`src/logic/frrc_defines.vh`:
```
// frrc_defines.vh: constants for the fault restart retry controller
// assumes inclusion by bare name from the logic directory
`ifndef FRRC_DEFINES_VH
`define FRRC_DEFINES_VH
`define FRRC_RETRY_MSB 5
`define FRRC_RETRY_LSB 3
`define FRRC_DELAY_MSB 2
`define FRRC_DELAY_LSB 0
`define FRRC_RETRY_NONE 3'h0
`define FRRC_RETRY_ONE 3'h1
`define FRRC_RETRY_TWO 3'h2
`define FRRC_RETRY_THREE 3'h3
`define FRRC_CLK_MHZ 100
`define FRRC_UNIT_NS 1000
`define FRRC_UNIT_CYCLES ((`FRRC_UNIT_NS * `FRRC_CLK_MHZ) / 1000)
`endif

```
`src/logic/frrc_retry_control.v`:
```
// frrc_retry_control.v: retry policy after a fault shutdown of the output
// assumes fault and restart-success flags come from same-clock logic; ctrl pin is asynchronous
`timescale 1ns/1ns
`include "frrc_defines.vh"
module frrc_retry_control #(
  parameter UNIT_CYCLES = `FRRC_UNIT_CYCLES
) (
  input wire i_clk,
  input wire i_reset_n,
  input wire [7:0] i_response,
  input wire i_fault,
  input wire [15:0] i_unit_mult,
  input wire i_start_ok,
  input wire i_ctrl_pin,
  input wire i_op_on,
  output reg o_output_en,
  output reg o_restart_pulse,
  output reg o_latched_off,
  output reg [1:0] o_attempts
);
  localparam ST_RUN = 2'h0;
  localparam ST_WAIT = 2'h1;
  localparam ST_TRY = 2'h2;
  localparam ST_LATCH = 2'h3;

  // two stages for the asynchronous control pin
  reg ctrl_meta;
  reg ctrl_sync;
  // registered control state
  reg on_prev;
  reg seen_off;
  reg [1:0] state;
  reg [31:0] wait_cnt;
  // next values, all worked out in one combinational process
  reg [1:0] next_state;
  reg [31:0] next_wait_cnt;
  reg next_seen_off;
  reg next_output_en;
  reg next_restart_pulse;
  reg next_latched_off;
  reg [1:0] next_attempts;
  // decoded settings
  reg [31:0] spacing;
  wire [2:0] retry_code;
  wire [2:0] delay_code;
  wire [1:0] retry_limit;
  // events seen this cycle
  wire on_cmd;
  wire on_rise;
  wire clear_fault;
  wire slot_done;
  wire attempt_ok;
  wire attempt_bad;
  wire limit_hit;

  // codes above three are outside this block and act as three
  function [1:0] limit_of(input [2:0] code);
    if (code == `FRRC_RETRY_NONE) begin
      limit_of = 2'h0;
    end else if (code == `FRRC_RETRY_ONE) begin
      limit_of = 2'h1;
    end else if (code == `FRRC_RETRY_TWO) begin
      limit_of = 2'h2;
    end else begin
      limit_of = 2'h3;
    end
  endfunction

  assign retry_code = i_response[`FRRC_RETRY_MSB:`FRRC_RETRY_LSB];
  assign delay_code = i_response[`FRRC_DELAY_MSB:`FRRC_DELAY_LSB];
  assign retry_limit = limit_of(retry_code);
  // output is commanded on only when both the pin and the operation command allow it
  assign on_cmd = ctrl_sync & i_op_on;
  // on_prev starts low, so a rise right after reset is possible; seen_off masks it
  assign on_rise = on_cmd & ~on_prev;
  // off seen, then on again, clears the latch
  assign clear_fault = seen_off & on_rise;
  // the slot of the running wait or attempt has run out
  assign slot_done = (wait_cnt == 32'h0);
  // a good start only counts while no fault is present
  assign attempt_ok = i_start_ok & ~i_fault;
  // an attempt fails on a new fault or when its slot ends without a good start
  assign attempt_bad = i_fault | slot_done;
  // attempts already made against the allowed number
  assign limit_hit = (o_attempts >= retry_limit);

  always @* begin
    // spacing counts start to start; a zero delay still waits one cycle
    // the product is 32 bits wide, so a far larger UNIT_CYCLES would overflow it
    spacing = {29'h0, delay_code} * {16'h0, i_unit_mult} * UNIT_CYCLES;
    if (spacing == 32'h0) begin
      spacing = 32'h1;
    end
  end

  // the pin may change at any time; only ctrl_sync is read by the logic
  always @(posedge i_clk or negedge i_reset_n) begin
    if (!i_reset_n) begin
      ctrl_meta <= 1'b0;
      ctrl_sync <= 1'b0;
    end else begin
      ctrl_meta <= i_ctrl_pin;
      ctrl_sync <= ctrl_meta;
    end
  end

  always @* begin
    // defaults hold every register; only the restart pulse falls back to low
    next_state = state;
    next_wait_cnt = wait_cnt;
    next_seen_off = seen_off;
    next_output_en = o_output_en;
    next_restart_pulse = 1'b0;
    next_latched_off = o_latched_off;
    next_attempts = o_attempts;
    case (state)
      ST_RUN: begin
        next_seen_off = 1'b0;
        next_output_en = on_cmd;
        if (i_fault) begin
          // shutdown: output off at once and attempts counted afresh
          next_output_en = 1'b0;
          next_attempts = 2'h0;
          if (retry_code == `FRRC_RETRY_NONE) begin
            next_state = ST_LATCH;
            next_latched_off = 1'b1;
          end else begin
            next_state = ST_WAIT;
            next_wait_cnt = spacing - 32'h1;
          end
        end
      end
      ST_WAIT: begin
        // faults are not looked at here, the output is already off
        if (slot_done) begin
          // one restart per expiry, counted against the retry code
          next_state = ST_TRY;
          next_attempts = o_attempts + 2'h1;
          next_restart_pulse = 1'b1;
          next_output_en = 1'b1;
          next_wait_cnt = spacing - 32'h1;
        end else begin
          next_wait_cnt = wait_cnt - 32'h1;
        end
      end
      ST_TRY: begin
        if (attempt_ok) begin
          // the restart held, so retrying ends here
          next_state = ST_RUN;
          next_attempts = 2'h0;
        end else if (attempt_bad && limit_hit) begin
          next_state = ST_LATCH;
          next_output_en = 1'b0;
          next_latched_off = 1'b1;
        end else if (attempt_bad && slot_done) begin
          // slot used up: the next attempt starts now, so the spacing stays exact
          next_attempts = o_attempts + 2'h1;
          next_restart_pulse = 1'b1;
          next_output_en = 1'b1;
          next_wait_cnt = spacing - 32'h1;
        end else if (attempt_bad) begin
          // early fault: off for the rest of the slot, the next start time is kept
          next_state = ST_WAIT;
          next_output_en = 1'b0;
          next_wait_cnt = wait_cnt - 32'h1;
        end else begin
          // attempt still running: count down its slot
          next_wait_cnt = wait_cnt - 32'h1;
        end
      end
      default: begin
        // latched: the output stays off until the host clears the fault
        next_output_en = 1'b0;
        if (!on_cmd) begin
          next_seen_off = 1'b1;
        end
        if (clear_fault) begin
          next_state = ST_RUN;
          next_latched_off = 1'b0;
          next_attempts = 2'h0;
        end
      end
    endcase
  end

  // control state
  always @(posedge i_clk or negedge i_reset_n) begin
    if (!i_reset_n) begin
      state <= ST_RUN;
      wait_cnt <= 32'h0;
      on_prev <= 1'b0;
      seen_off <= 1'b0;
    end else begin
      state <= next_state;
      wait_cnt <= next_wait_cnt;
      on_prev <= on_cmd;
      seen_off <= next_seen_off;
    end
  end

  // registered outputs
  always @(posedge i_clk or negedge i_reset_n) begin
    if (!i_reset_n) begin
      o_output_en <= 1'b0;
      o_restart_pulse <= 1'b0;
      o_latched_off <= 1'b0;
      o_attempts <= 2'h0;
    end else begin
      o_output_en <= next_output_en;
      o_restart_pulse <= next_restart_pulse;
      o_latched_off <= next_latched_off;
      o_attempts <= next_attempts;
    end
  end
endmodule

```
`config.mk`:
```
export PLATFORM = sky130hd
export DESIGN_NAME = frrc_retry_control
export DESIGN_NICKNAME = d
export VERILOG_FILES = /design/src/logic/frrc_retry_control.v
export VERILOG_INCLUDE_DIRS = /design/src /design/src/logic
export SDC_FILE = /design/constraint.sdc
export NUM_CORES = 1
export LEC_CHECK = 0
export BUFFER_PORTS_ARGS = -buffer_cell sky130_fd_sc_hd__buf_2
export CELL_PAD_IN_SITES_DETAIL_PLACEMENT = 0
export CELL_PAD_IN_SITES_GLOBAL_PLACEMENT = 1
export CORE_MARGIN = 5
export CORE_UTILIZATION = 43
export DETAILED_ROUTE_END_ITERATION = 12
export PLACE_DENSITY = 0.8
export SLEW_MARGIN = 20
export SYNTH_ARGS = -nofsm -noshare
export SYNTH_HDL_FRONTEND = slang
export SYNTH_SLANG_ARGS = --single-unit
export TNS_END_PERCENT = 10
```
`constraint.sdc`:
```
create_clock -name i_clk -period 3.03 [get_ports i_clk]
set_input_delay 0.1515 -clock i_clk [delete_from_list [all_inputs] [get_ports i_clk]]
set_output_delay 0.1515 -clock i_clk [all_outputs]
set_load 0.02 [all_outputs]
```
======== Word level (Yosys, flattened, before mapping) ========
Cells that the tools add are included.
cells by class
  $add $sub $neg .......................... 3
  multiply operators ...................... 2
  $lt $le $gt $ge ......................... 1
  equality and inequality tests ........... 17
  mux-type cells .......................... 46
  bitwise logic cells ..................... 9
  reduce and logical (&&, ||, !) cells .... 16
operators by type and width
  kind                     count
  $mux W32                 6
  $pmux W32 S3             1
  $sub A32 B1 Y32 const B  2
  $logic_not A32 Y1        1
  $mux W2                  15
  $logic_not A26 Y1        1
  $mux W26                 1
  $mul A19 B5 Y24 const B  1
  $mul A3 B16 Y19          1
  $mux W1                  17
  $reduce_and A5 Y1        3
  $ne A2 B2 Y1 const B     7
  $ne A4 B4 Y1 const B     3
  $pmux W2 S3              2
  $ne A3 B3 Y1 const B     2
  $pmux W1 S3              2
  $reduce_and A6 Y1        1
  $reduce_bool A3 Y1       2
  $and A1 B1 Y1            4
  $not A1 Y1               4
  $pmux W1 S2              2
  $reduce_bool A4 Y1       1
  $eq A3 B1 Y1 const B     1
  $eq A3 B2 Y1 const B     1
  other kinds (12)         13
storage, ports and cells
  bits in registers ....................... 43
  word-level logic and storage cells ...... 104

======== Logic depth before layout (Yosys ltp) ========
  depth in word-level cells ............... 9
  mapped depth ............................ 34

======== Worst setup path after synthesis ========
No wires, ideal clock.
  path type ............................... input-to-reg
  start point ............................. input port i_response[2]
  end point ............................... register wait_cnt[13]
  setup time .............................. 0.127 ns
  data arrival time ....................... 6.959 ns
  path slack .............................. -4.056 ns
  cell stages on the path ................. 31
  buffers on the path ..................... 2
  path through ............................ clkbuf_1 > nand2_1 > fa_1 > inv_1 > ha_1 > a21o_1 > a21oi_1 > o21ai_0 > a21oi_1 > nor2b_1 > o21a_1 > o31a_1 > o21ai_0 > xnor2_1 > ha_1 > ha_1 > inv_1 > fa_1 > inv_1 > ha_1 > clkbuf_1 > a21o_1 > a31o_2 > a221oi_1 > o31ai_4 > or4_1 > and3_1 > nor3_4 > o41ai_1 > a22oi_1 > o21ai_1
on the way
  longest elaborated chain between the ends .. 9
RTL lines
  item                  RTL line                                                                      RTL
  start, declared       frrc_retry_control.v:10                                                       input wire [7:0] i_response,
  $mul A3 B16 Y19 *     frrc_retry_control.v:90                                                       spacing = {29'h0, delay_code} * {16'h0, i_unit_mult} * UNIT_CYCLES;
  $mul A19 B5 Y24 *     frrc_retry_control.v:90
  $logic_not A26 Y1     frrc_retry_control.v:91                                                       if (spacing == 32'h0) begin
  $mux W26 *            frrc_retry_control.v:91
  $sub A32 B1 Y32 *     frrc_retry_control.v:129, frrc_retry_control.v:141, frrc_retry_control.v:160
  $mux W32              frrc_retry_control.v:155                                                      end else if (attempt_bad && slot_done) begin
  $mux W32              frrc_retry_control.v:151                                                      end else if (attempt_bad && limit_hit) begin
  $mux W32              frrc_retry_control.v:147                                                      if (attempt_ok) begin
  $pmux W32 S3 *        frrc_retry_control.v:116                                                      case (state)
  end signal, assigned  frrc_retry_control.v:195                                                      wait_cnt <= next_wait_cnt;
  end, declared         frrc_retry_control.v:33                                                       reg [31:0] wait_cnt;
Every way passes the cells marked *; elsewhere a longest branch is shown, timed or not. The select of a mux whose other input is x is not followed.
A chain may end at the register's enable or synchronous reset.

======== Worst setup path in the final report ========
  start point ............................. input port i_response[0]
  end point ............................... register wait_cnt[6]
The elaborated chain is that of the path after synthesis.

==> results.md <==
- The run finished, with violations left.
- The checks that failed: setup timing.
- TritonCTS built the clock tree.
- The layout has 1,499 filler cells.
- Each instance of the synthesized netlist takes up on average 7.81 um2.
- After synthesis the netlist holds a flip-flop and latch count of 43.
- The number of global-route vias before repair is 6,839.
- The total length of routed wires is 17,900 um.
- The count of H-tree levels built during CTS is 2.
- The initial antenna violation count came to 0.
- The number of nets in the layout is 1,260.
- At the worst endpoint, the required time is 3.19 ns.
- Yosys printed 0 warnings.
- The number of distinct standard cells referenced by the synthesized netlist is 82.
- Of the available clock period, the critical path in the final layout requires 2.13.
- At the end of the flow the core is filled with cells to 0.605.
- Subtracting the final worst setup slack from the clock period gives 6.45 ns.
- The capture endpoint of the worst hold path is on_prev.
- The worst register-to-register path has a setup slack of -0.12 ns.
- STA classifies the critical path endpoint as a flop.
- Setup repair after global routing could not meet its margin everywhere.
- The number of remaining DRC errors is 0.
- The total number of vias is 6,941.
- The summed negative setup slack over all endpoints is -104.64 ns.
- The launch point of the worst reg-to-reg path is wait_cnt[26].
- The worst-case headroom to the max-slew limit is 0.624.
- The worst hold path passes through 2 cells.
- On the final layout, the worst clock skew is 0.00389 ns.
- The data arrival time at the worst-slack endpoint is 6.61 ns.
- Max-cap violations in this run came to 0.
- Of the cells placed in the final design, the portion with a size suffix greater than 1 is 0.312.
- The clock edge transition at the registers on the reported setup and hold paths is 0.06 ns.
- The timing-limited maximum frequency is 0.155 GHz.
- The number of input and output port buffers inserted is 32.
- The initial core utilization is 0.435.
- After synthesis, the share of flip-flops with an asynchronous set or reset is 1.00.
- The actual slew at the worst max-slew pin is 0.564 ns.
- The detailed placement HPWL is 14,300 um.
- The height of the die is 136 um.
- In this run, the number of DRC markers left after iteration 0 of detailed routing was 391.
- The first TritonRoute pass finished after 5 iterations.
- The die covers 18,600 um2.
- The maximum buffer depth of the clock tree is 2.
- In the global route stage, overall resource usage came out at 0.194.
- The worst setup path is launched from a primary input.
- The first global-routing pass estimated 30,400 um of wire.
- The count of pins over their slew limit is 0.
- The area used by multi-input combinational logic is 5780 um2.
- Counting flops with a built-in enable in the synthesized netlist gives 0.
- Summing every instance area after synthesis gives 6870 um2.
- The final number of hold-violating endpoints was 0.
- The die width is 136 um.
- The most used flip-flop cell after synthesis is dfrtp_1.
- The number of buffers added by the clock tree synthesis step is 5.
- Relative to the synthesized area, the layout overhead comes to 38.9%.
- For this run, the register share of the synthesized area comes to 0.157.
- The detail-routed via count per cell is 5.22.
- Setup violations remaining at the end of the flow were counted as 32.
- The floorplan core area is 15,800 um2.
- In this run the worst hold path is classified as in -> reg.
- The antenna violation net count after detailed routing is 0.
- 0 antenna diodes ended up in the layout.
- The number of placed I/O pins is 35.
- In the synthesized netlist, the number of instances is 879.
- The number of nets handed over by synthesis was 1,026.
- The slowest stage of the critical path is the fa_1 cell.
- The worst path setup slack after routing is -3.42 ns.
- The worst register-to-register path ends at wait_cnt[29].
- CTS saw 43 sinks.
- In this run the worst path has a maximum fanout of 7.
- Entering global routing, the biggest net connects 44 pins.
- Measured in cells, the most critical reg-to-reg path has a length of 12.
- The final weighted congestion in routability-driven placement is 0.844.
- The longest individual stage delay on the worst path is 0.57 ns.
- The startpoint identified for the worst hold timing path is i_op_on.
- The site row count is 46.
- In the final layout, flip-flops and latches occupy 1080 um2.
- The setup path with the least slack is of type in -> reg.
- The overflow left after global routing is 0.
- The clock insertion delay at the later pin of the skew report is 0.29 ns.
- The cell at the root of the clock tree is clkbuf_16.
- In the final routed layout, each cell accounts on average for 13.5 um.
## flip-flops by register name (all words and copies together), names as in the netlist
name and cells:
ctrl_meta 1, ctrl_sync 1, o_attempts 2, o_latched_off 1, o_output_en 1, o_restart_pulse 1
on_prev 1, seen_off 1, state 2, wait_cnt 32
## critical path: cells and delay by family
kind,cells,cell delay (ns)
compound gates,12,2.43
fa+ha+maj,6,2.17
simple gates,6,0.93
xor+xnor,3,0.45
buf+inv,5,0.44
## per-stage QoR
step	hold slack (ns)	worst slack (ns)	area [um2]	std cells
CTS	0.0639	-3.44	9300	1323
detailed placement	0.263	-4.02	8810	1299
floorplan	-0.144	-3.59	7000	879
global route	0.199	-3.79	9540	1329
global placement	0.266	-3.87	8810	1299
finish	0.188	-3.42	9540	1329
## cells in the mapped netlist, drive strengths merged (18+ instances only)
| library cell | count | area (um2) |
|---|---|---|
| nand3 | 18 | 95.1 |
| a21oi | 45 | 229 |
| inv | 90 | 338 |
| o21ai | 65 | 329 |
| ha | 90 | 1130 |
| xnor2 | 33 | 289 |
| nand2 | 107 | 404 |
| nor3 | 28 | 151 |
| xor2 | 23 | 209 |
| a21o | 26 | 195 |
| dfrtp | 43 | 1080 |
| nor2 | 59 | 224 |
| clkbuf | 18 | 67.6 |
| fa | 27 | 541 |
## layout make-up
class                           count  area share
Multi-Input combinational cell    716       0.606
Timing Repair Buffer              257       0.202
Sequential cell                    43       0.113
Inverter                           90      0.0354
Tap cell                          216      0.0283
Clock buffer                        6      0.0146
Clock inverter                      1    0.000525
## layer usage
layer,wire (um),GRT usage
met5,0,0
met4,225,0.0370
met3,457,0.0130
met2,9400,0.377
met1,7810,0.234
## how the worst max path moves through the flow
stage	startpoint	to	slack, ns	depth (start not counted)
floorplan	i_unit_mult[0]	wait_cnt[13]	-3.59	32
global placement	i_unit_mult[0]	wait_cnt[30]	-3.87	33
detailed placement	i_unit_mult[0]	wait_cnt[28]	-4.02	33
CTS	i_response[2]	wait_cnt[28]	-3.44	35
global route	i_response[1]	wait_cnt[6]	-3.79	34
finish	i_response[0]	wait_cnt[6]	-3.42	32
## what timing repair did
action	CTS	global route
buffers inserted	15	5
hold buffers	1	1
pin swaps	28	14
resized for setup	35	32
hold endpoints to repair	1	43
endpoints found under the setup margin	32	32
cloned	1	0
## cell families after synthesis
family                   Yosys count  synth area share
AND/OR/NAND/NOR                  301             0.217
AO/OA/AOI/OAI                    240             0.239
buffers and inverters            120            0.0685
adder cells (fa/ha/maj)          117             0.243
XOR/XNOR                          56            0.0725
flip-flops                        43             0.157
multiplexers                       2           0.00310
## layout by cell type, fill, tap and decap left out, drive strengths merged, types with 5 or more instances in the layout
cell and count:
buf 255, nand2 107, inv 90, ha 90, o21ai 65, nor2 59
a21oi 45, dfrtp 43, xnor2 33, nor3 28, fa 27, a21o 26
xor2 23, nand3 18, nand2b 14, and2 14, o21a 13, a31oi 13
nor4 13, o31ai 10, or3 9, a211oi 9, nor2b 8, nand4 7
clkbuf 6, or4 6, o221ai 5, a21boi 5, and3 5
Power is left out: the tool's default activity adds up to more than one toggle a clock period on the data nets, which glitch-free logic cannot reach.
